<file path="config.mk">
export PLATFORM = sky130hd
export DESIGN_NAME = floppy_data_recovery_precomp
export DESIGN_NICKNAME = d
export VERILOG_FILES = /design/src/floppy_data_recovery_precomp.sv /design/src/pin_sync.sv
export SDC_FILE = /design/constraint.sdc
export NUM_CORES = 1
export LEC_CHECK = 0
export BUFFER_PORTS_ARGS = -buffer_cell sky130_fd_sc_hd__buf_2
export CAP_MARGIN = 20
export CORE_MARGIN = 4
export CORE_UTILIZATION = 51
export CTS_BUF_LIST = sky130_fd_sc_hd__clkbuf_16
export CTS_CLUSTER_SIZE = 16
export DETAILED_ROUTE_END_ITERATION = 16
export PLACE_DENSITY = 0.84
export SLEW_MARGIN = 15
export SYNTH_ARGS = -nofsm -noshare
export SYNTH_HDL_FRONTEND = slang
export SYNTH_SLANG_ARGS = --single-unit
</file>
<file path="constraint.sdc">
create_clock -name clk_i -period 2.1 [get_ports clk_i]
set_input_delay 0.105 -clock clk_i [delete_from_list [all_inputs] [get_ports clk_i]]
set_output_delay 0.105 -clock clk_i [all_outputs]
set_load 0.05 [all_outputs]
</file>
<file path="src/floppy_data_recovery_precomp.sv">
/*
  Package of constants and the floppy support logic top module.
  Assumes all inputs are asynchronous pins, pull-ups live in the pad ring,
  and the two-way pump pins are resolved outside from the enables.
*/
// How it works
// - Write gate high disables recovery, pumps float
// - Recovery runs only with fault and gate low
// - Early read edge drives raise output high
// - Late read edge drives lower output low
// - Centred read edge leaves both pumps floating
// - Window clock is oscillator over 16 or 8
// - Pump stays active while read pulse low
// - Hints pick phase on write leading edge
// - Write leading edge raises phase strobe
// - Fourth phase leading edge drops strobe
// - Single density or outer track bypasses precompensation
// - Open density, track, read inputs read one
package fsl_pkg;

  // Window counter and divide ratios
  localparam int unsigned CNT_W        = 4;
  localparam logic [4:0]  DIV_SINGLE   = 5'h10;
  localparam logic [4:0]  DIV_DOUBLE   = 5'h08;
  localparam int unsigned RCLK_BIT_SD  = 3;
  localparam int unsigned RCLK_BIT_DD  = 2;

  // Centre zone bounds, in eighths of a window
  localparam logic [4:0]  CENTRE_LO_8THS = 5'h03;
  localparam logic [4:0]  CENTRE_HI_8THS = 5'h05;
  localparam int unsigned EIGHTH_SHIFT   = 3;

  // Positions of pins inside the synchroniser vector
  localparam int unsigned SYNC_W   = 13;
  localparam int unsigned S_OSC    = 0;
  localparam int unsigned S_READ   = 1;
  localparam int unsigned S_WRITE  = 2;
  localparam int unsigned S_GATE   = 3;
  localparam int unsigned S_FAULT  = 4;
  localparam int unsigned S_DDN    = 5;
  localparam int unsigned S_TRK    = 6;
  localparam int unsigned S_AHEAD  = 7;
  localparam int unsigned S_BEHIND = 8;
  localparam int unsigned S_PH     = 9;

  // Idle levels: read, density, track and phases high
  localparam logic [SYNC_W-1:0] SYNC_RESET = 13'h1e62;

  // Phase index within the four phase inputs
  localparam logic [1:0] PH_EARLY   = 2'h0;
  localparam logic [1:0] PH_NOMINAL = 2'h1;
  localparam logic [1:0] PH_LATE    = 2'h2;
  localparam logic [1:0] PH_LAST    = 2'h3;

  typedef enum logic [1:0] {PUMP_IDLE, PUMP_RAISE, PUMP_LOWER} pump_t;
  typedef enum logic [1:0] {ZONE_EARLY, ZONE_CENTRE, ZONE_LATE} zone_t;

  typedef struct packed {
    logic [CNT_W-1:0] win_cnt;
    logic             osc_prev;
    logic             read_prev;
    logic             write_prev;
    logic             ph_last_prev;
    pump_t            pump;
    logic             strobe;
    logic [1:0]       phase_sel;
    logic             rclk;
    logic             write_out;
  } core_t;

endpackage

`timescale 1ns/1ps
module floppy_data_recovery_precomp (
  input  wire logic                clk_i,
  input  wire logic                resetn_i,
  input  wire logic                osc_master_i,
  input  wire logic                disk_read_pulse_n_i,
  input  wire logic                raw_write_i,
  input  wire logic                write_gate_i,
  input  wire logic                recovery_enable_fault_i,
  input  wire logic                double_density_sel_n_i,
  input  wire logic                inner_track_flag_i,
  input  wire logic                shift_ahead_sel_i,
  input  wire logic                shift_behind_sel_i,
  input  wire logic [3:0]          phase_n_i,
  output logic                     read_window_clock_o,
  output logic                     freq_raise_req_o,
  output logic                     freq_raise_req_oe_o,
  output logic                     freq_lower_req_o,
  output logic                     freq_lower_req_oe_o,
  output logic                     phase_strobe_o,
  output logic                     comp_write_o
);
  import fsl_pkg::*;

  logic [SYNC_W-1:0] pins_async;
  logic [SYNC_W-1:0] pins;
  fsl_pkg::core_t    state_ff;
  fsl_pkg::core_t    nxt_state;

  // Window position into early, centre or late zone
  function automatic zone_t window_zone(input logic [CNT_W-1:0] cnt,
                                        input logic             single_den);
    logic [4:0] win;
    logic [4:0] pos;
    logic [4:0] lo;
    logic [4:0] hi;
    win = single_den ? DIV_SINGLE : DIV_DOUBLE;
    pos = single_den ? {1'b0, cnt} : {2'b00, cnt[RCLK_BIT_DD:0]};
    lo  = 5'((10'(win) * 10'(CENTRE_LO_8THS)) >> EIGHTH_SHIFT);
    hi  = 5'((10'(win) * 10'(CENTRE_HI_8THS)) >> EIGHTH_SHIFT);
    if (pos < lo) begin
      window_zone = ZONE_EARLY;
    end else if (pos < hi) begin
      window_zone = ZONE_CENTRE;
    end else begin
      window_zone = ZONE_LATE;
    end
  endfunction

  // Gather every pin into one vector for the synchroniser
  always_comb begin
    pins_async                      = '0;
    pins_async[S_OSC]               = osc_master_i;
    pins_async[S_READ]              = disk_read_pulse_n_i;
    pins_async[S_WRITE]             = raw_write_i;
    pins_async[S_GATE]              = write_gate_i;
    pins_async[S_FAULT]             = recovery_enable_fault_i;
    pins_async[S_DDN]               = double_density_sel_n_i;
    pins_async[S_TRK]               = inner_track_flag_i;
    pins_async[S_AHEAD]             = shift_ahead_sel_i;
    pins_async[S_BEHIND]            = shift_behind_sel_i;
    pins_async[S_PH +: 4]           = phase_n_i;
  end

  // Idle-high reset values stand for open pulled-up pins
  pin_sync #(
    .WIDTH     (SYNC_W),
    .RESET_VAL (SYNC_RESET)
  ) u_pin_sync (
    .clk_i     (clk_i),
    .resetn_i  (resetn_i),
    .async_i   (pins_async),
    .sync_o    (pins)
  );

  // Next state of the recovery and precompensation logic
  always_comb begin
    logic  osc_rise;
    logic  read_fall;
    logic  write_rise;
    logic  ph_last_fall;
    logic  single_den;
    logic  rec_enable;
    logic  precomp_on;
    logic  in_window_sel;
    zone_t zone;

    nxt_state    = state_ff;
    single_den   = pins[S_DDN];
    osc_rise     = pins[S_OSC] & ~state_ff.osc_prev;
    read_fall    = ~pins[S_READ] & state_ff.read_prev;
    write_rise   = pins[S_WRITE] & ~state_ff.write_prev;
    ph_last_fall = ~pins[S_PH + PH_LAST] & state_ff.ph_last_prev;
    rec_enable   = ~pins[S_GATE] & ~pins[S_FAULT];
    precomp_on   = ~single_den & pins[S_TRK];
    zone         = window_zone(state_ff.win_cnt, single_den);
    in_window_sel = ~pins[S_PH + state_ff.phase_sel];

    nxt_state.osc_prev     = pins[S_OSC];
    nxt_state.read_prev    = pins[S_READ];
    nxt_state.write_prev   = pins[S_WRITE];
    nxt_state.ph_last_prev = pins[S_PH + PH_LAST];

    // Window counter advances once per oscillator cycle
    if (osc_rise) begin
      nxt_state.win_cnt = state_ff.win_cnt + CNT_W'(1);
    end
    nxt_state.rclk = single_den ? state_ff.win_cnt[RCLK_BIT_SD]
                                : state_ff.win_cnt[RCLK_BIT_DD];

    // Pump direction picked at the read edge, held while low
    if (!rec_enable) begin
      nxt_state.pump = PUMP_IDLE;
    end else if (read_fall) begin
      unique case (zone)
        ZONE_EARLY:  nxt_state.pump = PUMP_RAISE;
        ZONE_LATE:   nxt_state.pump = PUMP_LOWER;
        ZONE_CENTRE: nxt_state.pump = PUMP_IDLE;
      endcase
    end else if (pins[S_READ]) begin
      nxt_state.pump = PUMP_IDLE;
    end

    // Strobe: set on write leading edge, cleared by last phase
    if (precomp_on && write_rise) begin
      nxt_state.strobe = 1'b1;
      if (pins[S_AHEAD] && !pins[S_BEHIND]) begin
        nxt_state.phase_sel = PH_EARLY;
      end else if (pins[S_BEHIND] && !pins[S_AHEAD]) begin
        nxt_state.phase_sel = PH_LATE;
      end else begin
        nxt_state.phase_sel = PH_NOMINAL;
      end
    end else if (ph_last_fall || !precomp_on) begin
      nxt_state.strobe = 1'b0;
    end

    // Write data: chosen phase gated by strobe, straight copy in bypass
    if (precomp_on) begin
      nxt_state.write_out = state_ff.strobe & in_window_sel;
    end else begin
      nxt_state.write_out = pins[S_WRITE];
    end
  end

  // Single state register
  always_ff @(posedge clk_i or negedge resetn_i) begin
    if (!resetn_i) begin
      state_ff <= '{win_cnt:      '0,
                    osc_prev:     1'b0,
                    read_prev:    1'b1,
                    write_prev:   1'b0,
                    ph_last_prev: 1'b1,
                    pump:         PUMP_IDLE,
                    strobe:       1'b0,
                    phase_sel:    PH_NOMINAL,
                    rclk:         1'b0,
                    write_out:    1'b0};
    end else begin
      state_ff <= nxt_state;
    end
  end

  // Pump pins: raise drives one, lower drives zero, else float
  assign freq_raise_req_oe_o = (state_ff.pump == PUMP_RAISE);
  assign freq_raise_req_o    = 1'b1;
  assign freq_lower_req_oe_o = (state_ff.pump == PUMP_LOWER);
  assign freq_lower_req_o    = 1'b0;

  assign read_window_clock_o = state_ff.rclk;
  assign phase_strobe_o      = state_ff.strobe;
  assign comp_write_o        = state_ff.write_out;

endmodule

</file>
<file path="src/pin_sync.sv">
/*
  Two-stage synchroniser for a vector of asynchronous pin inputs.
  Assumes every bit is independent; multi-bit coherence is not kept.
*/
`timescale 1ns/1ps
module pin_sync #(
  parameter int unsigned            WIDTH     = 1,
  parameter logic [WIDTH-1:0]       RESET_VAL = '0
) (
  input  wire logic                 clk_i,
  input  wire logic                 resetn_i,
  input  wire logic [WIDTH-1:0]     async_i,
  output logic      [WIDTH-1:0]     sync_o
);

  typedef struct packed {
    logic [WIDTH-1:0] meta;
    logic [WIDTH-1:0] stable;
  } sync_state_t;

  sync_state_t state_ff;
  sync_state_t nxt_state;

  // First stage feeds only the second stage
  always_comb begin
    nxt_state.meta   = async_i;
    nxt_state.stable = state_ff.meta;
  end

  // Both stages reset to the idle level of each pin
  always_ff @(posedge clk_i or negedge resetn_i) begin
    if (!resetn_i) begin
      state_ff <= '{meta: RESET_VAL, stable: RESET_VAL};
    end else begin
      state_ff <= nxt_state;
    end
  end

  assign sync_o = state_ff.stable;

endmodule

</file>
==> results.cfg, run 1 <==
[clock_tree]
cts_tree = built
numClockSinks = 41
cts.clk_slew.worst_paths_ns = 0.05
htree_levels = 2
cts-root-buf = clkbuf_16
clk_latency_ns = 0.28
cts-buffers-inserted = 5
clockBufferDepth = 2
post_cts_resized = 0

[die]
die_x_um = 60.9
rows = 18
ioPinCount = 22
chipHeight_um = 60.9
core_area_sq_um = 2570
start_util = 0.557
die_area_sq_um = 3710

[outcome]
status = complete, no violations

[setup_path]
critical_path.max_fanout = 4
crit_buf_inv = 0
timing.rr.end = comp_write_o
r2r_cells = 4
path_class = register to register
crit_path_end_kind = register
slowest_stage = dfstp_2
reg2reg_slack_ns = 0.56
crit_family = flip-flops
max_stage_delay_ns = 0.56
r2r_start = state_ff[2]
critPathLaunchType = register
crit_chain = ha_1, mux4_2, nor2b_4, o31ai_2
arrival_ns = 1.73
critical_path_required_ns = 2.29

[timing]
clock_skew_ns = 0.00439
final_hold_viol_count = 0
fin_setup_tns_ns = 0
post-route-period-util = 0.734
tightestPinTransition_ns = 0.810
whs_ns = 0.345
setup_viol = 0
timing.fmax_ghz = 0.649
min_period_ns = 1.54
max_slew_margin = 0.460
rsz0062_at_grt = no
final-max-slew-violation-count = 0

[finish]
layout_commonest_cell = dfrtp_1
synthToLayoutAreaGrowth_pct = 27.6
layout-drive-gt1-share = 0.372
nNetsFinal = 148
antennaDiodeCount = 0
final_cell_mix = dfrtp_1 (24), buf_2 (19), dfstp_2 (17)

[global_route]
grt_pass1_wl_mm = 3.69
first_global_vias = 838
overflow = 0
grt_max_degree = 42
grt_usage = 0.146
grt_antenna_before_repair = 0

[logic_synthesis]
ys_warn_count = 0
synth_top_cell_by_area = dfrtp_1
synth-main-ff-cell = dfrtp_1
synth.top_cell.area_share = 0.420
yosys-top-cells-area = dfrtp_1 (42%), dfstp_2 (31%), ha_1 (4.4%)
seq_area_frac_synth = 0.733
synth_edf_count = 0
synth_compound_area_frac = 0.0552
synth_top_family_by_area = simple AND/OR/NAND/NOR gates
syn_nets = 110
synthSimpleGateAreaFrac = 0.0762
synthArstFlopShare = 1.00
synthAdderAreaFrac = 0.0438
synthCells = 90
synthDistinctLibCells = 30
syn_area_sq_um = 1430
yosys-mux-area-fraction = 0.0473
avgSynthCellArea_sq_um = 15.9
yosys.area_share.xor_xnor = 0.0184
synth_seq_cells = 41

[power_and_ir_drop]
p_per_area_nw_per_um2 = 1100
vdd_drop_max_v = 0.000861
p_leak_nw = 0.855

[worst_hold_path]
hold_path_class = register to register
hold_path_end = u_pin_sync.sync_o[0]
hold_depth = 0
hold_start = u_pin_sync.nxt_state[0]

[job]
cap_violations = 0

[placed_design]
dpl.hpwl_mm = 1.33
port_buffers = 19
place_congestion = 0.693

[drt]
dr.pass1.iters = 3
antenna_left = 0
wl_mm = 2.04
via_per_inst = 4.91
num_vias = 780
drt_iter0_markers = 7
route.detailed.drc = 0
wire_per_inst_um = 12.8
## kinds of logic after synthesis
group / count (synthesis)
xor gates and xnor gates: 3
other: 2
adders and majority gates: 5
muxes: 5
and+or+nand+nor: 17
DFF: 41
AOI/OAI and AO/OA: 11
buffers and inverters: 6
## synthesized netlist by cell type (2+ instances only)
master    count
dfrtp_1      24
dfstp_2      17
ha_1          5
inv_1         4
mux2_2        4
o21ai_0       4
nand2_1       3
nor2b_1       3
buf_4         2
conb_1        2
nand2b_1      2
xnor2_1       2
## routing by layer
metal  global-route usage  vias to the layer above  wire (um)
li1                     -                      377          -
met1                0.156                      369        805
met2                0.234                       25       1030
met3               0.0532                        9        120
met4                0.111                        0         84
met5                    0                        -          0
## report_power, final
| group | switching (mW) | total, mW | internal (mW) |
|---|---|---|---|
| sequential | 0.0826 | 0.981 | 0.898 |
| combinational | 0.166 | 0.334 | 0.167 |
| clock | 0.261 | 0.687 | 0.426 |
| total | 0.510 | 2.00 | 1.49 |
## how the worst max path moves through the flow
stage,start,endpoint,slack [ns],cells after the start
4_1_cts,state_ff[2],comp_write_o,0.54,4
6_report,state_ff[2],comp_write_o,0.56,4
5_1_grt,state_ff[2],comp_write_o,0.48,4
2_1_floorplan,state_ff[2],comp_write_o,0.64,4
3_5_place_dp,state_ff[2],comp_write_o,0.55,4
3_3_place_gp,state_ff[2],comp_write_o,0.63,4
## per-stage QoR
stage	setup slack [ns]	instances	utilization	total power, mW	instance area (sq um)
after floorplan	0.641	90	-	1.21	1430
after global placement	0.628	137	0.602	1.27	1550
after detailed placement	0.554	137	0.602	1.31	1550
after CTS	0.541	159	0.710	2.02	1820
after global routing	0.478	159	0.710	2.11	1820
final	0.559	159	0.710	2.00	1820
## timing repair
item,CTS,global route
setup buffers,0,0
hold buffers,14,0
hold endpoints to repair,37,0
## sequential cells by signal, indices dropped and copies added (netlist names)
signal                cells
u_pin_sync.nxt_state     13
u_pin_sync.sync_o        13
state_ff                 12
comp_write_o              1
phase_strobe_o            1
read_window_clock_o       1
## area by class of cell
cell class	instances	area (sq um)
flip-flops and latches	41	1050
fillers	165	744
multi-input cells	43	352
repair buffers	33	235
clock buffers	5	125
well taps	30	37.5
inverters	4	15.0
clock inverters	3	11.3
Power figures use the tool's default switching activity.
==> run 2: changes to the inputs <==
CORE_UTILIZATION = 48   (was 51)
PLACE_DENSITY = 0.83   (was 0.84)
clock period = 1.28 ns   (was 2.1 ns; I/O delays follow)
==> run 2 against run 1 <==
Net effect:
- the flow now finishes with violations (negative setup slack)
- largest cell class unchanged
- first-iteration DRC count grew 14%
- clock power is 110% higher
- non-clock buffer count up 8
- critical path depth fell by 1
- maximum frequency rose by 5.8%
- cell count is 5.7% higher
- total power is 84% higher
- sequential power grew 65%
- count of clock-buffer cells in the layout unchanged
==> results.cfg, run 2 (synthesis results as in run 1) <==
[finish]
final_cell_mix = dfrtp_1 (24), buf_2 (19), dfstp_2 (17)
fillers = 168
fin_area_sq_um = 1970
final_cells = 168
antennaDiodeCount = 0
layout_commonest_cell = dfrtp_1
synthToLayoutAreaGrowth_pct = 37.6
layout-drive-gt1-share = 0.474
nNetsFinal = 156

[die]
ioPinCount = 22
start_util = 0.509
chipHeight_um = 62.6
die_x_um = 62.6
core_area_sq_um = 2810
die_area_sq_um = 3910
rows = 19

[global_route]
grt_usage = 0.128
grt_pass1_wl_mm = 3.66
grt_max_degree = 42
grt_antenna_before_repair = 0
overflow = 0
first_global_vias = 853

[timing]
clock_skew_ns = 0.00557
rsz0062_at_grt = yes
post-route-period-util = 1.14
final_hold_viol_count = 0
timing.fmax_ghz = 0.687
worst_slack_ns = -0.176
min_period_ns = 1.46
final-max-slew-violation-count = 0
setup_viol = 3

[drt]
antenna_left = 0
drt_iter0_markers = 8
route.detailed.drc = 0
wl_mm = 2.04
wire_per_inst_um = 12.2
num_vias = 809
via_per_inst = 4.82
dr.pass1.iters = 4

[setup_path]
critical_path.max_fanout = 3
crit_path_end_kind = register
critical_path_required_ns = 1.48
max_stage_delay_ns = 0.58
path_class = register to register
crit_chain = mux4_2, nor2b_4, o31ai_2
slowest_stage = dfstp_2
arrival_ns = 1.65
critPathLaunchType = register

[worst_hold_path]
hold_path_class = register to register

[placed_design]
dpl.hpwl_mm = 1.35
place_inst = 144
port_buffers = 19
place_congestion = 0.748
place_area_sq_um = 1630

[clock_tree]
numClockSinks = 41
clk_latency_ns = 0.28
cts-buffers-inserted = 5
htree_levels = 2
cts.clk_slew.worst_paths_ns = 0.06
clockBufferDepth = 2
cts_tree = built
cts-root-buf = clkbuf_16

[power_and_ir_drop]
p_leak_nw = 0.898
p_per_area_nw_per_um2 = 1870
power_mw = 3.68
vdd_drop_max_v = 0.00146

[outcome]
violations = negative setup slack
status = finished with violations

[job]
cap_violations = 0
[run 2: changes by cell type in the layout (fill, tap and decap cells not counted), moves of 3 or more]
cell   delta
ha_4      +3
inv_1     -3
ha_1      -3
buf_4     +8
[run 2: report_power, final]
part           leakage, nW  total (mW)  switching (mW)  internal [mW]
Combinational        0.350       0.650           0.296          0.353
Sequential           0.468        1.62           0.145           1.47
Clock               0.0800        1.41           0.486          0.921
[run 2: worst max-delay path, delay by kind of cell, from the launching register on]
| kind | cells | cell delay (ns) |
|---|---|---|
| simple gates | 1 | 0.14 |
| flops | 1 | 0.58 |
| mux | 1 | 0.50 |
| compound gates | 1 | 0.15 |
[run 2: what timing repair did]
action | CTS | global route
gates resized for setup | 1 | 1
hold endpoints to repair | 37 | 0
hold buffers | 14 | 0
endpoints found under the setup margin | 3 | 4
setup buffers | 1 | 1
pin swaps | 1 | 2
[run 2: path summary, 6_finish.rpt]
| path | slack [ns] | endpoint | cells after the start | startpoint |
|---|---|---|---|---|
| worst max-delay path | -0.18 | comp_write_o | 3 | state_ff[2] |
| worst min-delay path | 0.35 | u_pin_sync.sync_o[2] | 0 | u_pin_sync.nxt_state[2] |
| worst max register to register | -0.18 | comp_write_o | 3 | state_ff[2] |
| worst min register to register | 0.35 | u_pin_sync.sync_o[2] | 0 | u_pin_sync.nxt_state[2] |
| max in group asynchronous | 0.56 | u_pin_sync.nxt_state[5] | 3 | resetn_i |
| min in group asynchronous | 0.36 | u_pin_sync.sync_o[0] | 3 | resetn_i |
[run 2: area by class of cell]
cell class                 count  area (sq um)  area share
inverter                       4          15.0     0.00764
sequential                    41          1050       0.533
tap                           31          38.8      0.0197
multi-input combinational     43           398       0.202
clock inverter                 3          46.3      0.0236
clock buffer                   5           125      0.0637
timing repair buffer          41           295       0.150
[run 2: per-stage QoR]
step | setup WS, ns | TNS [ns] | util | hold slack [ns]
after floorplan | -0.142 | -0.160 | - | -0.232
after CTS | -0.187 | -0.329 | 0.697 | 0.351
after detailed placement | -0.168 | -0.290 | 0.581 | 0.135
final | -0.176 | -0.331 | 0.701 | 0.348
after global routing | -0.242 | -0.523 | 0.701 | 0.355
after global placement | -0.152 | -0.191 | 0.581 | 0.126
[run 2: layer usage]
layer  vias up  GRT usage  wire length (um)
met5         -          0                 0
met2        24      0.189               980
li1        392          -                 -
met4         0     0.0992                76
met3         8     0.0522               118
met1       385      0.147               868
==> run 3: changes to the inputs <==
CORE_UTILIZATION = 49   (was 48)
PLACE_DENSITY = 0.84   (was 0.83)
SYNTH_HIERARCHICAL = 1   (was default)
==> run 3 against run 2 <==
Net effect:
- the flow still finishes with violations (negative setup slack)
- worst hold slack is essentially flat
- total power is 6.4% lower
- sequential power about the same
- sequential share of layout area increased by 1.3 points
- first-iteration DRC count grew 75%
- global-route usage rose by 1.4 points
- area after synthesis grew 0.53%
- clock power down 18%
- setup slack improved by 0.039 ns
- sequential cell count is the same
- critical path depth grew 1
- critical endpoint is now state_ff[5]
- largest cell class unchanged
==> results.cfg, run 3 <==
[timing]
rsz0062_at_grt = yes
worst_slack_ns = -0.138
final_hold_viol_count = 0
timing.fmax_ghz = 0.705
clock_skew_ns = 0.00454
final-max-slew-violation-count = 0
post-route-period-util = 1.11
setup_viol = 4
whs_ns = 0.348
min_period_ns = 1.42

[setup_path]
critical_path_required_ns = 1.45
path_class = register to register
crit_path_end_kind = register
critical_path.max_fanout = 5
critPathLaunchType = register
arrival_ns = 1.58

[logic_synthesis]
syn_area_sq_um = 1440
synth_edf_count = 0
synth_top_cell_by_area = dfrtp_1
synth.most_common_cell = dfrtp_1
yosys-top-cells-area = dfrtp_1 (42%), dfstp_2 (31%), ha_1 (4.4%)
synthDistinctLibCells = 30
synth_common_cells = dfrtp_1 (24), dfstp_2 (17), ha_1 (5)
seq_area_frac_synth = 0.729
synth_seq_cells = 41
synth-main-ff-cell = dfrtp_1
syn_nets = 111
synthArstFlopShare = 1.00
synthCells = 91
avgSynthCellArea_sq_um = 15.8
ys_warn_count = 6
synth.top_cell.area_share = 0.418

[finish]
layout_commonest_cell = dfrtp_1
layout-drive-gt1-share = 0.434
antennaDiodeCount = 0
regArea_sq_um = 1050
final_cell_mix = dfrtp_1 (24), buf_2 (19), dfstp_2 (17)
nNetsFinal = 155
multi_input_area_sq_um = 399
fillers = 179
final_util = 0.690
synthToLayoutAreaGrowth_pct = 33.5

[power_and_ir_drop]
power_mw = 3.44
p_leak_nw = 0.895
p_per_area_nw_per_um2 = 1790
vdd_drop_max_v = 0.00191

[drt]
antenna_left = 0
num_vias = 830
drt_iter0_markers = 14
route.detailed.drc = 0
wl_mm = 2.33
via_per_inst = 4.97
wire_per_inst_um = 13.9
dr.pass1.iters = 4

[global_route]
grt_max_degree = 42
overflow = 0
grt_antenna_before_repair = 0
first_global_vias = 944
grt_usage = 0.142
grt_pass1_wl_mm = 4.26

[die]
ioPinCount = 22
die_area_sq_um = 3860
start_util = 0.516
core_area_sq_um = 2780
chipHeight_um = 62.1
rows = 19
die_x_um = 62.1

[placed_design]
dpl.hpwl_mm = 1.50
port_buffers = 19
place_congestion = 0.734

[clock_tree]
cts-buffers-inserted = 5
cts.clk_slew.worst_paths_ns = 0.06
htree_levels = 2
numClockSinks = 41
cts_tree = built
clockBufferDepth = 2
cts-root-buf = clkbuf_16
clk_latency_ns = 0.27

[outcome]
status = finished with violations
violations = negative setup slack

[worst_hold_path]
hold_path_class = register to register

[job]
cap_violations = 0
[run 3: area by class of cell]
type,instances,area share
Clock buffer,5,0.0652
Sequential cell,41,0.546
Timing Repair Buffer,39,0.146
Inverter,4,0.00783
Clock inverter,3,0.00652
Tap cell,31,0.0202
Multi-Input combinational cell,44,0.208
[run 3: worst paths after layout]
path	to	cells past startpoint	slack (ns)	startpoint
setup / recovery	state_ff[5]	4	-0.14	u_pin_sync/sync_o[5]
hold / removal	u_pin_sync/sync_o[2]	0	0.35	u_pin_sync/nxt_state[2]
setup reg to reg	state_ff[5]	4	-0.14	u_pin_sync/sync_o[5]
hold reg to reg	u_pin_sync/sync_o[2]	0	0.35	u_pin_sync/nxt_state[2]
max in group asynchronous	state_ff[2]	3	0.53	resetn_i
min in group asynchronous	u_pin_sync/nxt_state[8]	3	0.40	resetn_i
[run 3: kinds of logic (layout without fill, tap and decap cells)]
group                      count (synthesis)  after routing  synth area share
and+or+nand+nor                           18             18            0.0801
AOI/OAI and AO/OA                         10             10            0.0575
xor gates and xnor gates                   3              3            0.0183
DFF                                       41             41             0.729
adders and majority gates                  5              5            0.0436
muxes                                      6              6            0.0453
other                                      2              2           0.00523
buffers and inverters                      6             51            0.0209
[run 3: report_power, final]
group | internal [mW] | total [mW] | switching (mW)
Clock | 0.703 | 1.15 | 0.443
Sequential | 1.47 | 1.61 | 0.135
Combinational | 0.348 | 0.683 | 0.336
[run 3: through the flow]
step,instance area [sq um],setup WS [ns],setup TNS [ns],instances
2_1_floorplan,1460,-0.0565,-0.138,91
6_report,1920,-0.138,-0.309,167
3_5_place_dp,1630,-0.120,-0.374,145
5_1_grt,1920,-0.198,-0.596,167
3_3_place_gp,1630,-0.0610,-0.185,145
4_1_cts,1910,-0.130,-0.335,167
[run 3: repair_timing]
action | in CTS | in global routing
endpoints found under the hold margin | 37 | 0
pin swaps | 1 | 0
setup buffers | 0 | 0
resized for setup | 3 | 1
hold buffers | 14 | 0
endpoints found under the setup margin | 5 | 5
[run 3: worst max-delay path: stages, from the launching register on]
cell and delay (ns):
dfstp_2 0.59, ha_4 0.23, and3b_2 0.27, o221ai_2 0.09
o211a_1 0.13
[run 3: routing by layer]
metal	global-route usage	up-vias	routed length, um
met5	0	-	0
met4	0.0732	0	37
met3	0.0486	4	119
met2	0.237	22	1230
met1	0.159	410	939
li1	-	394	-
